===== config.mk =====
export PLATFORM = sky130hd
export DESIGN_NAME = lmp_master
export DESIGN_NICKNAME = d
export VERILOG_FILES = /design/src/core/lmp_steer.v /design/src/core/lmp_fetch.v /design/src/core/lmp_master.v
export VERILOG_INCLUDE_DIRS = /design/src /design/src/core
export SDC_FILE = /design/constraint.sdc
export NUM_CORES = 1
export LEC_CHECK = 0
export ABC_CLOCK_PERIOD_IN_PS = 7010
export BUFFER_PORTS_ARGS = -buffer_cell sky130_fd_sc_hd__clkbuf_2
export CAP_MARGIN = 40
export CORE_MARGIN = 1.5
export CORE_UTILIZATION = 30
export CTS_CLUSTER_SIZE = 8
export DETAILED_ROUTE_END_ITERATION = 12
export GPL_ROUTABILITY_DRIVEN = 1
export PLACE_DENSITY = 0.59
export SETUP_SLACK_MARGIN = 0.02
export SYNTH_ARGS = -nofsm -noshare
export SYNTH_HDL_FRONTEND = slang
export SYNTH_HIERARCHICAL = 1
export SYNTH_SLANG_ARGS = --single-unit

===== constraint.sdc =====
create_clock -name clock -period 7.01 [get_ports clock]
set_input_delay 1.402 -clock clock [delete_from_list [all_inputs] [get_ports clock]]
set_output_delay 1.402 -clock clock [all_outputs]
set_load 0.02 [all_outputs]

===== src/core/lmp_defines.vh =====
// constants shared by the local memory bus master port
// assumes inclusion by bare name from every core file
`ifndef LMP_DEFINES_VH
`define LMP_DEFINES_VH

// transfer sizes on the request port
`define LMP_SZ_BYTE 2'h0
`define LMP_SZ_HALF 2'h1
`define LMP_SZ_WORD 2'h2

// lane-select patterns, bit 0 is lane 0 (most significant byte)
`define LMP_LANE_NONE 4'h0
`define LMP_LANE_ALL 4'hf
`define LMP_LANE_BYTE_HI 4'h8
`define LMP_LANE_BYTE_LO 4'h1
`define LMP_LANE_HALF_HI 4'hc
`define LMP_LANE_HALF_LO 4'h3

// zero-extension masks for loads
`define LMP_MASK_BYTE 32'h000000ff
`define LMP_MASK_HALF 32'h0000ffff
`define LMP_MASK_WORD 32'hffffffff

// reset values
`define LMP_RST_ADDR 32'h00000000
`define LMP_RST_DATA 32'h00000000

`endif


===== src/core/lmp_steer.v =====
// byte lane steering for data-side loads and stores
// purely combinational; address and size are checked for alignment upstream
`include "lmp_defines.vh"

module lmp_steer (
  bigEndian,
  size,
  addrLow,
  storeVal,
  loadWord,
  laneSel,
  laneData,
  loadVal
);
  input wire bigEndian;
  input wire [1:0] size;
  input wire [1:0] addrLow;
  input wire [0:31] storeVal;
  input wire [0:31] loadWord;
  output reg [0:3] laneSel;
  output reg [0:31] laneData;
  output reg [0:31] loadVal;

  reg [1:0] lane;
  reg [4:0] shamt;

  always @* begin
    lane = 2'h0;
    shamt = 5'h0;
    laneSel = `LMP_LANE_ALL;
    laneData = storeVal;
    loadVal = loadWord;
    case (size)
      `LMP_SZ_BYTE: begin
        lane = bigEndian ? addrLow : (2'h3 - addrLow);
        shamt = {2'h3 - lane, 3'h0};
        laneSel = `LMP_LANE_BYTE_HI >> lane;
        laneData = (storeVal & `LMP_MASK_BYTE) << shamt;
        loadVal = (loadWord >> shamt) & `LMP_MASK_BYTE;
      end
      `LMP_SZ_HALF: begin
        lane = bigEndian ? addrLow : (2'h2 - addrLow);
        shamt = {2'h2 - lane, 3'h0};
        laneSel = (lane == 2'h0) ? `LMP_LANE_HALF_HI : `LMP_LANE_HALF_LO;
        laneData = (storeVal & `LMP_MASK_HALF) << shamt;
        loadVal = (loadWord >> shamt) & `LMP_MASK_HALF;
      end
      default: begin
        laneSel = `LMP_LANE_ALL;
        laneData = storeVal;
        loadVal = loadWord & `LMP_MASK_WORD;
      end
    endcase
  end
endmodule // lmp_steer


===== src/core/lmp_fetch.v =====
// instruction-side fetch port: full-word reads only
// assumes the fetch requester holds fetchValid until fetchReady
`include "lmp_defines.vh"

module lmp_fetch (
  clock,
  sys_rst,
  fetchValid,
  fetchAddr,
  fetchReady,
  fetchRspValid,
  fetchRspWord,
  fetchRspFixedErr,
  fetchRspBadWord,
  instrAddr,
  instrSideStartStrobe,
  fetchBusyFlag,
  instrWord,
  instrSideDone,
  instrSideHold,
  instrFixedErrFlag,
  instrBadWordFlag
);
  input wire clock;
  input wire sys_rst;
  input wire fetchValid;
  input wire [0:31] fetchAddr;
  output wire fetchReady;
  output reg fetchRspValid;
  output reg [0:31] fetchRspWord;
  output reg fetchRspFixedErr;
  output reg fetchRspBadWord;
  output reg [0:31] instrAddr;
  output reg instrSideStartStrobe;
  output reg fetchBusyFlag;
  input wire [0:31] instrWord;
  input wire instrSideDone;
  input wire instrSideHold;
  input wire instrFixedErrFlag;
  input wire instrBadWordFlag;

  wire doneNow;
  wire take;

  assign doneNow = fetchBusyFlag && instrSideDone;
  assign fetchReady = !fetchBusyFlag || instrSideDone;
  assign take = fetchValid && fetchReady;

  always @(posedge clock) begin
    if (sys_rst) begin
      instrAddr <= `LMP_RST_ADDR;
      instrSideStartStrobe <= 1'b0;
      fetchBusyFlag <= 1'b0;
      fetchRspValid <= 1'b0;
      fetchRspWord <= `LMP_RST_DATA;
      fetchRspFixedErr <= 1'b0;
      fetchRspBadWord <= 1'b0;
    end else begin
      instrSideStartStrobe <= take;
      if (take) begin
        instrAddr <= {fetchAddr[0:29], 2'h0};
      end
      if (take) begin
        fetchBusyFlag <= 1'b1;
      end else if (doneNow) begin
        fetchBusyFlag <= 1'b0;
      end
      fetchRspValid <= doneNow;
      if (doneNow) begin
        fetchRspWord <= instrWord;
        fetchRspFixedErr <= instrFixedErrFlag;
        fetchRspBadWord <= instrBadWordFlag;
      end
    end
  end
endmodule // lmp_fetch


===== src/core/lmp_master.v =====
// master port on the single-cycle local memory bus, data and instruction
// sides; assumes one core clock for everything and memory-side
// controllers that answer every started transfer with a done pulse.
//
// Operation
// - address output valid only with start strobe, first cycle only.
// - lane-select outputs valid only with start strobe, first cycle only.
// - lane patterns limited to single bytes, two halfwords, or full word.
// - store data presented with start strobe; memory uses selected lanes only.
// - start strobe high exactly one cycle per transfer, then low.
// - read strobe rises at read start, may last until cycle after done.
// - read strobe stays high across back-to-back reads.
// - write strobe same as read strobe, for writes, back-to-back too.
// - done completes a transfer; next one may start following cycle.
// - all bus activity synchronous to the single core clock.
// - steer narrow accesses; never issue an access wider than target.
// - big-endian lane selection and load steering by low address bits.
// - little-endian lane selection and load steering, mirrored lanes.
// - every bus signal active high.
// - big-endian stores put low byte or halfword on addressed lanes.
// - little-endian stores put low byte or halfword on mirrored lanes.
`include "lmp_defines.vh"

module lmp_master (
  clock,
  sys_rst,
  bigEndian,
  reqValid,
  reqWrite,
  reqSize,
  reqAddr,
  reqData,
  reqReady,
  rspValid,
  rspData,
  rspFixedErr,
  rspBadWord,
  rspMisalign,
  dataAccepted,
  dataAddr,
  laneSel,
  writeData,
  dataSideStartStrobe,
  readStrobe,
  writeStrobe,
  readData,
  dataSideDone,
  dataSideHold,
  dataFixedErrFlag,
  dataBadWordFlag,
  fetchValid,
  fetchAddr,
  fetchReady,
  fetchRspValid,
  fetchRspWord,
  fetchRspFixedErr,
  fetchRspBadWord,
  instrAddr,
  instrSideStartStrobe,
  fetchBusyFlag,
  instrWord,
  instrSideDone,
  instrSideHold,
  instrFixedErrFlag,
  instrBadWordFlag
);
  input wire clock;
  input wire sys_rst;
  input wire bigEndian;
  input wire reqValid;
  input wire reqWrite;
  input wire [1:0] reqSize;
  input wire [0:31] reqAddr;
  input wire [0:31] reqData;
  output wire reqReady;
  output wire rspValid;
  output wire [0:31] rspData;
  output wire rspFixedErr;
  output wire rspBadWord;
  output wire rspMisalign;
  output wire dataAccepted;
  output wire [0:31] dataAddr;
  output wire [0:3] laneSel;
  output wire [0:31] writeData;
  output wire dataSideStartStrobe;
  output wire readStrobe;
  output wire writeStrobe;
  input wire [0:31] readData;
  input wire dataSideDone;
  input wire dataSideHold;
  input wire dataFixedErrFlag;
  input wire dataBadWordFlag;
  input wire fetchValid;
  input wire [0:31] fetchAddr;
  output wire fetchReady;
  output wire fetchRspValid;
  output wire [0:31] fetchRspWord;
  output wire fetchRspFixedErr;
  output wire fetchRspBadWord;
  output wire [0:31] instrAddr;
  output wire instrSideStartStrobe;
  output wire fetchBusyFlag;
  input wire [0:31] instrWord;
  input wire instrSideDone;
  input wire instrSideHold;
  input wire instrFixedErrFlag;
  input wire instrBadWordFlag;

  localparam ST_IDLE = 2'h0;
  localparam ST_READ = 2'h1;
  localparam ST_WRITE = 2'h2;

  // alignment check: halfwords on even, words on word boundaries
  function misaligned;
    input [1:0] size;
    input [1:0] low;
    begin
      case (size)
        `LMP_SZ_BYTE: misaligned = 1'b0;
        `LMP_SZ_HALF: misaligned = low[0];
        `LMP_SZ_WORD: misaligned = (low != 2'h0);
        default: misaligned = 1'b1;
      endcase
    end
  endfunction

  reg [1:0] state_r;
  reg [1:0] state_nxt;
  reg [1:0] size_r;
  reg [1:0] addrLow_r;
  reg endian_r;
  reg [0:31] dataAddr_r;
  reg [0:3] laneSel_r;
  reg [0:31] writeData_r;
  reg startStrobe_r;
  reg readStrobe_r;
  reg writeStrobe_r;
  reg rspValid_r;
  reg [0:31] rspData_r;
  reg rspFixedErr_r;
  reg rspBadWord_r;
  reg rspMisalign_r;
  reg accepted_r;

  wire busy;
  wire doneNow;
  wire take;
  wire badAlign;
  wire issue;
  wire [0:3] reqLanes;
  wire [0:31] reqLaneData;
  wire [0:31] loadVal;

  // request-side lane steering for the store being issued
  lmp_steer u_store_steer (
    .bigEndian(bigEndian),
    .size(reqSize),
    .addrLow(reqAddr[30:31]),
    .storeVal(reqData),
    .loadWord(`LMP_RST_DATA),
    .laneSel(reqLanes),
    .laneData(reqLaneData),
    .loadVal()
  );

  // completion-side steering, from the transfer's captured attributes
  lmp_steer u_load_steer (
    .bigEndian(endian_r),
    .size(size_r),
    .addrLow(addrLow_r),
    .storeVal(`LMP_RST_DATA),
    .loadWord(readData),
    .laneSel(),
    .laneData(),
    .loadVal(loadVal)
  );

  lmp_fetch u_fetch (
    .clock(clock),
    .sys_rst(sys_rst),
    .fetchValid(fetchValid),
    .fetchAddr(fetchAddr),
    .fetchReady(fetchReady),
    .fetchRspValid(fetchRspValid),
    .fetchRspWord(fetchRspWord),
    .fetchRspFixedErr(fetchRspFixedErr),
    .fetchRspBadWord(fetchRspBadWord),
    .instrAddr(instrAddr),
    .instrSideStartStrobe(instrSideStartStrobe),
    .fetchBusyFlag(fetchBusyFlag),
    .instrWord(instrWord),
    .instrSideDone(instrSideDone),
    .instrSideHold(instrSideHold),
    .instrFixedErrFlag(instrFixedErrFlag),
    .instrBadWordFlag(instrBadWordFlag)
  );

  assign busy = (state_r != ST_IDLE);
  assign doneNow = busy && dataSideDone;
  // a new request may be taken on the very edge that completes the old one
  // a refusal waits for idle, so its pulse never merges with a completion
  assign reqReady = !busy || (dataSideDone && !badAlign);
  assign take = reqValid && reqReady;
  assign badAlign = misaligned(reqSize, reqAddr[30:31]);
  assign issue = take && !badAlign;

  always @* begin
    state_nxt = state_r;
    case (state_r)
      ST_IDLE: begin
        if (issue) begin
          state_nxt = reqWrite ? ST_WRITE : ST_READ;
        end
      end
      ST_READ, ST_WRITE: begin
        if (dataSideDone) begin
          if (issue) begin
            state_nxt = reqWrite ? ST_WRITE : ST_READ;
          end else begin
            state_nxt = ST_IDLE;
          end
        end
      end
      default: begin
        state_nxt = ST_IDLE;
      end
    endcase
  end

  always @(posedge clock) begin
    if (sys_rst) begin
      state_r <= ST_IDLE;
      size_r <= `LMP_SZ_WORD;
      addrLow_r <= 2'h0;
      endian_r <= 1'b1;
      dataAddr_r <= `LMP_RST_ADDR;
      laneSel_r <= `LMP_LANE_NONE;
      writeData_r <= `LMP_RST_DATA;
      startStrobe_r <= 1'b0;
      readStrobe_r <= 1'b0;
      writeStrobe_r <= 1'b0;
      accepted_r <= 1'b0;
    end else begin
      state_r <= state_nxt;
      startStrobe_r <= issue;
      if (issue) begin
        dataAddr_r <= reqAddr;
        laneSel_r <= reqLanes;
        writeData_r <= reqWrite ? reqLaneData : `LMP_RST_DATA;
        size_r <= reqSize;
        addrLow_r <= reqAddr[30:31];
        endian_r <= bigEndian;
      end
      // strobes follow the state; back-to-back transfers of the same kind keep them high
      readStrobe_r <= (state_nxt == ST_READ);
      writeStrobe_r <= (state_nxt == ST_WRITE);
      if (issue || doneNow) begin
        accepted_r <= 1'b0;
      end else if (busy && dataSideHold) begin
        accepted_r <= 1'b1;
      end
    end
  end

  always @(posedge clock) begin
    if (sys_rst) begin
      rspValid_r <= 1'b0;
      rspData_r <= `LMP_RST_DATA;
      rspFixedErr_r <= 1'b0;
      rspBadWord_r <= 1'b0;
      rspMisalign_r <= 1'b0;
    end else begin
      rspValid_r <= doneNow || (take && badAlign);
      rspMisalign_r <= take && badAlign;
      if (doneNow) begin
        if (state_r == ST_READ) begin
          rspData_r <= loadVal;
        end
        rspFixedErr_r <= dataFixedErrFlag;
        rspBadWord_r <= dataBadWordFlag;
      end else if (take && badAlign) begin
        rspFixedErr_r <= 1'b0;
        rspBadWord_r <= 1'b0;
      end
    end
  end

  assign dataAddr = dataAddr_r;
  assign laneSel = laneSel_r;
  assign writeData = writeData_r;
  assign dataSideStartStrobe = startStrobe_r;
  assign readStrobe = readStrobe_r;
  assign writeStrobe = writeStrobe_r;
  assign rspValid = rspValid_r;
  assign rspData = rspData_r;
  assign rspFixedErr = rspFixedErr_r;
  assign rspBadWord = rspBadWord_r;
  assign rspMisalign = rspMisalign_r;
  assign dataAccepted = accepted_r;
endmodule // lmp_master


==> results by group, run 1 <==
Clock tree
  – CTS root buf: clkbuf_16
  – Clock sink count: 180
  – CTS Hold Bufs: 0
  – H-tree depth: 4
  – Post-CTS Resized: 0
  – CTS tree: built
  – CTS max path bufs: 2
  – Worst skew pair latency: around 420 ps
  – CTS Buf Count: 17
  – Postcts setup bufs: 0
  – Worst-path clk slew: ~70 ps

Synthesis
  – Synthesized instance count: 914
  – Cell Area, Synth: 0.00838 mm2
  – Mean post-synth cell area: roughly 9.2 um2
  – Synth warn: 6

Timing
  – Setup TNS: 0 ps
  – Final setup violation count: 0
  – Worst slew margin: between 30 and 40%
  – PnR worst setup slack: 2920 ps
  – FMAX: ~240 MHz
  – RSZ-0062 raised after global routing: no
  – Final worst-path cycle share: approximately three fifths
  – Clk_skew: around 12 ps
  – Final Max Tran Viols: 0
  – Hold Vio Cnt, Final: 0
  – Worst Tran Pin Value: 941 ps
  – Crit path time final: ~4100 ps

Critical path
  – Critical path endpoint category: primary output
  – Startpoint types: primary input
  – Crit path kind: primary input to primary output
  – Worst Path Arrival: 2690 ps
  – Worst-path maximum fanout: 20
  – WP data required: around 5600 ps

Pwr
  – Psw: approximately 0.74 mW
  – Pwr/cell area: 230 mW/mm2
  – Pint: between 1.5 and 2 mW
  – Peak VDD IR: around 0.00017 V
  – Share of total power in combinational logic: between 10% and 20%
  – Sequential share of power: a little over two fifths
  – Clk pwr share: between 40% and 50%
  – Sw Ratio: 29.7%
  – Leak: 4.70 nW

Layout
  – Commonest non-fill, non-tap cells in the layout: clkbuf_2 (348), dfxtp_1 (180), nand2_1 (161)
  – Layout area overhead: 28.8%
  – Core Util, Final: approximately 39%
  – Number of diodes: 0
  – Commonest non-fill, non-tap cell in the layout: clkbuf_2
  – Fin nets: ~1.4k
  – Share of layout cells above drive strength 1: between 30% and 40%

Floorplan
  – Row cnt: 61
  – Die Span Y: around 170 um
  – Starting Density: 30.3%
  – Die area: ~0.029 mm2
  – Die Wd: ~170 um
  – I/O pins: approximately 360
  – Core footprint: 0.0276 mm2

Drt
  – Via count: between 7k and 8k
  – Drt drc: 0
  – Via density per instance: 4.91
  – First-pass iteration count of the detailed router: 5
  – WL final: between 20,000 and 30,000 um
  – Routed Antenna Nets: 0
  – Initial DRC Count: between 400 and 500
  – Wire per inst: between 15 and 20 um

Hold path
  – Hold WC Path Type: register to register

Placed design
  – GP Congestion: between 0.7 and 0.8
  – Dpl ws: 2920 ps
  – HPWL Detailed: between 15,000 and 20,000 um
  – I/O Buffers: between 300 and 400

Global routing
  – Largest net degree at the start of global routing: 72
  – First-pass GRT wire length: around 40,000 um
  – GRT Overall Usage: about 18%
  – Vias in the first global route: ~7.3k
  – Initial antenna violation count: 0
  – GR Overflow Total: 0

Status
  – Status: completed

Job
  – Max cap viols: 0
flip-flops by register name (all words and copies together), names as in the netlist:
signal / cells
rspData: 32
u_fetch/fetchRspWord: 32
writeData: 32
dataAddr: 31
u_fetch/instrAddr: 30
laneSel: 4
size_r: 2
state_r: 2
addrLow_r: 1
dataAccepted: 1
dataSideStartStrobe: 1
endian_r: 1
readStrobe: 1
rspBadWord: 1
rspFixedErr: 1
rspMisalign: 1
rspValid: 1
u_fetch/fetchBusyFlag: 1
u_fetch/fetchRspBadWord: 1
u_fetch/fetchRspFixedErr: 1
u_fetch/fetchRspValid: 1
u_fetch/instrSideStartStrobe: 1
writeStrobe: 1
per-stage QoR:
stage                     area [um2]  cells  hold slack, ps  total power [mW]
after floorplan                 8390    915             425              1.37
after global placement         10100   1549             442              1.50
after detailed placement       10200   1555             446              1.51
after CTS                      10800   1587             456              2.52
after global routing           10800   1587             468              2.60
final                          10800   1587             455              2.48
area by class of cell:
cell class	instances	area [um2]
well taps	378	473
clock inverters	14	155
multi-input cells	616	4150
inverters	17	63.8
clock buffers	18	439
fillers	2876	16800
flip-flops and latches	180	3600
repair buffers	364	1920
worst max-delay path, stage by stage:
cell and delay [ps]:
clkbuf_2 270, or3_1 580, nand2_1 130, nand2_1 60, nand2_1 60, clkbuf_2 180
per-layer routing:
| metal | track usage [%] | wire (um) |
|---|---|---|
| met1 | 21.5 | 11000 |
| met2 | 29.2 | 12400 |
| met3 | 5.07 | 2370 |
| met4 | 7.12 | 650 |
| met5 | 0 | 0 |
power groups by stage:
| stage | Combinational, mW | Sequential (mW) | Clock [mW] |
|---|---|---|---|
| 2_1_floorplan | 0.215 | 1.15 | 0 |
| 3_3_place_gp | 0.391 | 1.11 | 0 |
| 3_5_place_dp | 0.401 | 1.11 | 0 |
| 4_1_cts | 0.403 | 1.09 | 1.03 |
| 5_1_grt | 0.436 | 1.09 | 1.07 |
| 6_report | 0.401 | 1.09 | 0.995 |
worst paths after layout:
kind | depth (start not counted) | endpoint | start | slack (ps)
worst min-delay path | 2 | u_fetch/fetchRspWord[25]$_SDFFE_PP0P_ | u_fetch/fetchRspWord[25]$_SDFFE_PP0P_ | 450
worst min register to register | 2 | u_fetch/fetchRspWord[25]$_SDFFE_PP0P_ | u_fetch/fetchRspWord[25]$_SDFFE_PP0P_ | 450
worst max-delay path | 6 | reqReady | reqAddr[31] | 2920
worst max register to register | 9 | rspData[25]$_SDFFE_PP0P_ | addrLow_r[0]$_SDFFE_PP0N_ | 4040
No activity file was read; power rests on OpenSTA's default activity.
==> run 2, diff against run 1 <==
--- a/config.mk
+++ b/config.mk
@@ -6,7 +6,8 @@
 export SDC_FILE = /design/constraint.sdc
 export NUM_CORES = 1
 export LEC_CHECK = 0
-export ABC_CLOCK_PERIOD_IN_PS = 7010
+export ABC_AREA = 1
+export ABC_CLOCK_PERIOD_IN_PS = 3500
 export BUFFER_PORTS_ARGS = -buffer_cell sky130_fd_sc_hd__clkbuf_2
 export CAP_MARGIN = 40
 export CORE_MARGIN = 1.5
@@ -14,7 +15,7 @@
 export CTS_CLUSTER_SIZE = 8
 export DETAILED_ROUTE_END_ITERATION = 12
 export GPL_ROUTABILITY_DRIVEN = 1
-export PLACE_DENSITY = 0.59
+export PLACE_DENSITY = 0.6
 export SETUP_SLACK_MARGIN = 0.02
 export SYNTH_ARGS = -nofsm -noshare
 export SYNTH_HDL_FRONTEND = slang
==> constraint.sdc (replaced) <==
create_clock -name clock -period 3.5 [get_ports clock]
set_input_delay 0.7 -clock clock [delete_from_list [all_inputs] [get_ports clock]]
set_output_delay 0.7 -clock clock [all_outputs]
set_load 0.02 [all_outputs]
==> results by group, run 2 <==
Status
  – Status: completed (unchanged)

Clock tree
  – Worst-path clk slew: 70 ps (about the same)
  – CTS root buf: clkbuf_16 (unchanged)
  – H-tree depth: 4 (unchanged)
  – CTS max path bufs: 2 (unchanged)
  – Clock sink count: 180 (unchanged)
  – Post-CTS Resized: 0 (unchanged)
  – Worst skew pair latency: 440 ps (was 420 ps)
  – CTS tree: built (unchanged)
  – Postcts setup bufs: 0 (unchanged)
  – CTS Buf Count: 17 (unchanged)
  – CTS Hold Bufs: 0 (unchanged)

Global routing
  – Vias in the first global route: 8,633 (was 7,264)
  – Initial antenna violation count: 4 (was 0)
  – Largest net degree at the start of global routing: 64 (was 72)
  – GR Overflow Total: 0 (unchanged)
  – First-pass GRT wire length: 45,800 um (was 40,200 um)
  – GRT Overall Usage: 18.7% (was 17.7%)

Timing
  – Final setup violation count: 0 (unchanged)
  – FMAX: about 360 MHz
  – Clk_skew: 18.8 ps (was 11.7 ps)
  – Final worst-path cycle share: 80.0%
  – Setup TNS: 0 ps (unchanged)
  – Worst Tran Pin Value: 787 ps (was 941 ps)
  – Crit path time final: 2800 ps
  – Hold Vio Cnt, Final: 0 (unchanged)
  – RSZ-0062 raised after global routing: no (unchanged)
  – PnR worst setup slack: 699 ps (was 2920 ps)
  – Worst slew margin: 47.5% (was 36.8%)
  – Final Max Tran Viols: 0 (unchanged)

Drt
  – Routed Antenna Nets: 0 (unchanged)
  – Via density per instance: 4.78 (was 4.91)
  – Via count: 9,453 (was 7,787)
  – WL final: 29,500 um (was 26,500 um)
  – Wire per inst: 14.9 um (was 16.7 um)
  – First-pass iteration count of the detailed router: 8 (was 5)
  – Initial DRC Count: 806 (was 458)
  – Drt drc: 0 (unchanged)

Synthesis
  – Cell Area, Synth: 0.00891 mm2 (was 0.00838 mm2)
  – Synth warn: 6 (unchanged)
  – Synthesized instance count: 1,296 (was 914)
  – Mean post-synth cell area: 6.88 um2 (was 9.17 um2)

Pwr
  – Psw: 1.75 mW (was 0.738 mW)
  – Share of total power in combinational logic: 21.5% (was 16.1%)
  – Clk pwr share: 37.2% (was 40.1%)
  – Sw Ratio: 32.4% (was 29.7%)
  – Peak VDD IR: 0.000266 V (was 0.000166 V)
  – Leak: 5.82 nW (was 4.70 nW)
  – Sequential share of power: 41.3% (was 43.8%)
  – Pint: 3.64 mW (was 1.74 mW)
  – Pwr/cell area: 477 mW/mm2 (was 230 mW/mm2)

Floorplan
  – Die Wd: 175 um (was 170 um)
  – Core footprint: 0.0289 mm2 (was 0.0276 mm2)
  – I/O pins: 355 (unchanged)
  – Die area: 0.0308 mm2 (was 0.0290 mm2)
  – Row cnt: 62 (was 61)
  – Starting Density: 30.8% (was 30.3%)
  – Die Span Y: 175 um (was 170 um)

Critical path
  – Crit-path slowest cell: ha_1 (was or3_1)
  – CP max stage delay: 560 ps (was 580 ps)
  – Crit path kind: register to register (was primary input to primary output)
  – Crit path cell chain: xnor2_2, inv_2, nand2_1, o21ai_0, ha_1, inv_2, nand3_1, nand3_1, nand2_1, inv_1, nand2_1, nand3_1, a21oi_1 (was clkbuf_2, or3_1, nand2_1, nand2_1, nand2_1, clkbuf_2)
  – Worst-path maximum fanout: 23 (was 20)
  – Startpoint types: register (was primary input)
  – WP data required: 3860 ps (was 5610 ps)
  – Critical path endpoint category: register (was primary output)
  – Worst path bufs/invs: 3 (was 2)
  – Worst Path Arrival: 3160 ps (was 2690 ps)
  – Family with the most delay on the worst path: simple AND/OR/NAND/NOR gates (unchanged)

Hold path
  – Hold WC Path Type: register to register (unchanged)

Layout
  – Core Util, Final: 39.1% (about the same)
  – FILL cells: 3,104 (was 2,876)
  – Fin nets: 1,758 (was 1,377)
  – Footprint of the multi-input gates: 0.00423 mm2 (was 0.00415 mm2)
  – Commonest non-fill, non-tap cells in the layout: clkbuf_2 (349), nand2_1 (309), nand3_1 (220) (was clkbuf_2 (348), dfxtp_1 (180), nand2_1 (161))
  – Commonest non-fill, non-tap cell in the layout: clkbuf_2 (unchanged)
  – Fin cells: 1,977 (was 1,587)
  – Share of layout cells above drive strength 1: 27.2% (was 38.2%)
  – Layout area overhead: 27.0% (was 28.8%)
  – Final Cell Area: 0.0113 mm2 (was 0.0108 mm2)
  – Register area: 0.00360 mm2 (unchanged)

Placed design
  – GP Congestion: 0.923 (was 0.799)
  – HPWL Detailed: 21,300 um (was 18,800 um)
  – Dpl ws: 764 ps (was 2920 ps)
  – Post-place instance area: 0.0107 mm2 (was 0.0102 mm2)
  – Placed cells: 1,942 (was 1,555)
  – I/O Buffers: 349 (unchanged)

Job
  – Max cap viols: 0 (unchanged)
==> run 2: through the flow <==
| step | total power, mW | hold WS [ps] |
|---|---|---|
| after global placement | 3.41 | 439 |
| after global routing | 5.67 | 468 |
| after floorplan | 3.06 | 472 |
| final | 5.39 | 451 |
| after detailed placement | 3.43 | 441 |
| after CTS | 5.46 | 455 |
==> run 2: final cells by class <==
class | instances | area share [%]
antenna | 3 | 0.0663
clock buffer | 19 | 3.91
clock inverter | 13 | 1.44
inverter | 116 | 3.94
multi-input combinational | 894 | 37.4
sequential | 180 | 31.8
tap | 384 | 4.25
timing repair buffer | 368 | 17.2
==> run 2: path summary, 6_finish.rpt <==
check                              from                         end  slack (ps)  depth (start not counted)
max               endian_r$_SDFFE_PP1N_    rspData[27]$_SDFFE_PP0P_         700                         13
max reg2reg       endian_r$_SDFFE_PP1N_    rspData[27]$_SDFFE_PP0P_         700                         13
min          writeData[27]$_SDFFE_PP0N_  writeData[27]$_SDFFE_PP0N_         450                          2
min reg2reg  writeData[27]$_SDFFE_PP0N_  writeData[27]$_SDFFE_PP0N_         450                          2
==> run 2: worst register-to-register path, stage by stage (launching register included) <==
cell and delay, ps:
dfxtp_1 390, xnor2_2 440, inv_2 200, nand2_1 100, o21ai_0 90, ha_1 560
inv_2 260, nand3_1 200, nand3_1 100, nand2_1 90, inv_1 40, nand2_1 50
nand3_1 70, a21oi_1 150
==> run 2: power by group through the flow <==
stage / Combinational (mW) / Sequential, mW / Clock [mW]
after floorplan: 0.649 / 2.41 / 0
after global placement: 1.14 / 2.27 / 0
after detailed placement: 1.16 / 2.28 / 0
after CTS: 1.16 / 2.23 / 2.07
after global routing: 1.28 / 2.25 / 2.15
final: 1.16 / 2.23 / 2.01
==> run 2: routing by layer <==
layer	track usage [%]	routed length (um)
met4	5.41	450
met3	4.68	2360
met5	0	17
met2	30.7	14000
met1	24.2	12700
==> run 3, diff against run 2 <==
--- a/config.mk
+++ b/config.mk
@@ -6,8 +6,8 @@
 export SDC_FILE = /design/constraint.sdc
 export NUM_CORES = 1
 export LEC_CHECK = 0
-export ABC_AREA = 1
-export ABC_CLOCK_PERIOD_IN_PS = 3500
+export ABC_AREA = 0
+export ABC_CLOCK_PERIOD_IN_PS = 2700
 export BUFFER_PORTS_ARGS = -buffer_cell sky130_fd_sc_hd__clkbuf_2
 export CAP_MARGIN = 40
 export CORE_MARGIN = 1.5
@@ -15,7 +15,7 @@
 export CTS_CLUSTER_SIZE = 8
 export DETAILED_ROUTE_END_ITERATION = 12
 export GPL_ROUTABILITY_DRIVEN = 1
-export PLACE_DENSITY = 0.6
+export PLACE_DENSITY = 0.59
 export SETUP_SLACK_MARGIN = 0.02
 export SYNTH_ARGS = -nofsm -noshare
 export SYNTH_HDL_FRONTEND = slang
==> constraint.sdc (replaced) <==
create_clock -name clock -period 2.7 [get_ports clock]
set_input_delay 0.54 -clock clock [delete_from_list [all_inputs] [get_ports clock]]
set_output_delay 0.54 -clock clock [all_outputs]
set_load 0.02 [all_outputs]
==> results by group, run 3 (synthesized netlist as in run 1, its figures left out) <==
Global routing
  – Largest net degree at the start of global routing: 101 (was 64)
  – First-pass GRT wire length: 39,500 um (was 45,800 um)
  – Initial antenna violation count: 0 (was 4)
  – GRT Overall Usage: 17.3% (was 18.7%)
  – Vias in the first global route: 7,239 (was 8,633)
  – GR Overflow Total: 0 (unchanged)

Timing
  – FMAX: 453 MHz (was 357 MHz)
  – Final Max Tran Viols: 0 (unchanged)
  – Worst Tran Pin Value: 906 ps (was 787 ps)
  – Setup TNS: 0 ps (unchanged)
  – Crit path time final: 2210 ps (was 2800 ps)
  – Min Hold Slack: 314 ps (was 451 ps)
  – Worst slew margin: 39.1% (was 47.5%)
  – RSZ-0062 raised after global routing: no (unchanged)
  – Final setup violation count: 0 (unchanged)
  – Final worst-path cycle share: 81.7% (was 80.0%)
  – Hold Vio Cnt, Final: 0 (unchanged)
  – Clk_skew: 17.3 ps (was 18.8 ps)

Layout
  – Commonest non-fill, non-tap cell in the layout: clkbuf_2 (unchanged)
  – Core Util, Final: 39.3% (was 39.1%)
  – Layout area overhead: 29.7% (was 27.0%)
  – Number of diodes: 0 (was 3)
  – Footprint of the multi-input gates: 0.00415 mm2 (was 0.00423 mm2)
  – Register area: 0.00360 mm2 (unchanged)
  – Fin nets: 1,391 (was 1,758)
  – Share of layout cells above drive strength 1: 38.9% (was 27.2%)
  – FILL cells: 2,861 (was 3,104)
  – Commonest non-fill, non-tap cells in the layout: clkbuf_2 (348), dfxtp_1 (180), nand2_1 (161) (was clkbuf_2 (349), nand2_1 (309), nand3_1 (220))
  – Fin cells: 1,601 (was 1,977)

Drt
  – Wire per inst: 16.4 um (was 14.9 um)
  – Routed Antenna Nets: 0 (unchanged)
  – Drt drc: 0 (unchanged)
  – WL final: 26,300 um (was 29,500 um)
  – Via count: 7,790 (was 9,453)
  – Via density per instance: 4.87 (was 4.78)
  – Initial DRC Count: 427 (was 806)
  – First-pass iteration count of the detailed router: 5 (was 8)

Critical path
  – Worst Path Arrival: 2580 ps (was 3160 ps)
  – Startpoint types: register (unchanged)
  – Worst-path maximum fanout: 25 (was 23)
  – Reg2reg start: state_r[0]$_SDFF_PP0_ (was endian_r$_SDFFE_PP1N_)
  – WP data required: 3070 ps (was 3860 ps)
  – Crit path from: state_r[0]$_SDFF_PP0_ (was endian_r$_SDFFE_PP1N_)
  – Crit path kind: register to register (unchanged)
  – Critical path endpoint category: register (unchanged)

Clock tree
  – Clock sink count: 180 (unchanged)
  – Worst-path clk slew: 80 ps (was 70 ps)
  – CTS tree: built (unchanged)
  – Post-CTS Resized: 0 (unchanged)
  – CTS max path bufs: 2 (unchanged)
  – CTS Buf Count: 17 (unchanged)
  – Postcts setup bufs: 0 (unchanged)
  – CTS root buf: clkbuf_16 (unchanged)
  – H-tree depth: 4 (unchanged)
  – Worst skew pair latency: 430 ps (was 440 ps)
  – CTS Hold Bufs: 0 (unchanged)

Floorplan
  – Row cnt: 61 (was 62)
  – Die area: 0.0290 mm2 (was 0.0308 mm2)
  – Die Wd: 170 um (was 175 um)
  – Starting Density: 30.3% (was 30.8%)
  – I/O pins: 355 (unchanged)
  – Core footprint: 0.0276 mm2 (was 0.0289 mm2)
  – Die Span Y: 170 um (was 175 um)

Status
  – Status: completed (unchanged)

Pwr
  – Pwr/cell area: 585 mW/mm2 (was 477 mW/mm2)
  – Peak VDD IR: 0.000320 V (was 0.000266 V)
  – Leak: 4.75 nW (was 5.82 nW)

Hold path
  – Hold Path Origin: reqAddr[11] (was writeData[27]$_SDFFE_PP0N_)
  – Hold WC Path Type: primary input to register (was register to register)

Job
  – Max cap viols: 0 (unchanged)

Placed design
  – HPWL Detailed: 19,000 um (was 21,300 um)
  – I/O Buffers: 349 (unchanged)
  – GP Congestion: 0.804 (was 0.923)
  – Placed cells: 1,569 (was 1,942)
run 3: cell types whose count changed in the layout (fill, tap and decap cells not counted), sizes merged, moves of 30 or more:
| cell | previous run | this run |
|---|---|---|
| o21ai | 71 | 33 |
| nand3 | 221 | 36 |
| a22o | 36 | 77 |
| nand2 | 319 | 161 |
| a22oi | 0 | 33 |
| a21bo | 0 | 30 |
| nor2 | 130 | 14 |
| inv | 118 | 24 |
run 3: worst paths after layout:
kind,endpoint,slack (ps),cells past startpoint
setup / recovery,dataAddr[20]$_SDFFE_PP0N_,490,8
hold / removal,dataAddr[11]$_SDFFE_PP0N_,310,2
setup reg to reg,dataAddr[20]$_SDFFE_PP0N_,490,8
hold reg to reg,u_fetch/fetchRspWord[6]$_SDFFE_PP0P_,460,2
run 3: cell type report:
class / instances / share of cell area [%]
clock buffers: 18 / 4.04
clock inverters: 14 / 1.28
inverters: 17 / 0.587
multi-input cells: 616 / 38.2
flip-flops and latches: 180 / 33.1
well taps: 378 / 4.35
repair buffers: 378 / 18.4
run 3: where the power goes:
part           leakage (nW)  switching, mW  internal, mW  total, mW
Combinational          3.00          0.623         0.437       1.06
Sequential             1.47         0.0593          2.76       2.82
Clock                 0.286           1.22          1.25       2.48
run 3: worst max-delay path, cell delays in order (launching register included):
cell and delay, ps:
dfxtp_1 360, inv_1 90, ha_1 260, nor2_1 240, a211oi_1 90, buf_4 160, nor2_4 500, buf_4 320
a22o_1 160
run 3: per-stage QoR:
stage                     power, mW  worst slack [ps]  instance area (um2)
after floorplan                3.56              67.1                 8390
final                          6.36               493                10900
after global routing           6.68               293                10900
after global placement         3.93               211                10300
after CTS                      6.47               440                10900
after detailed placement       3.95               220                10300
run 3: per-layer routing:
metal  vias up  track usage (%)  share of wire [%]
met2       321             28.8                 47
met1      3598             21.1                 42
met5         -                0                  0
met3        29             6.00                8.8
met4         0             5.23                1.9
li1       3842                -                  -
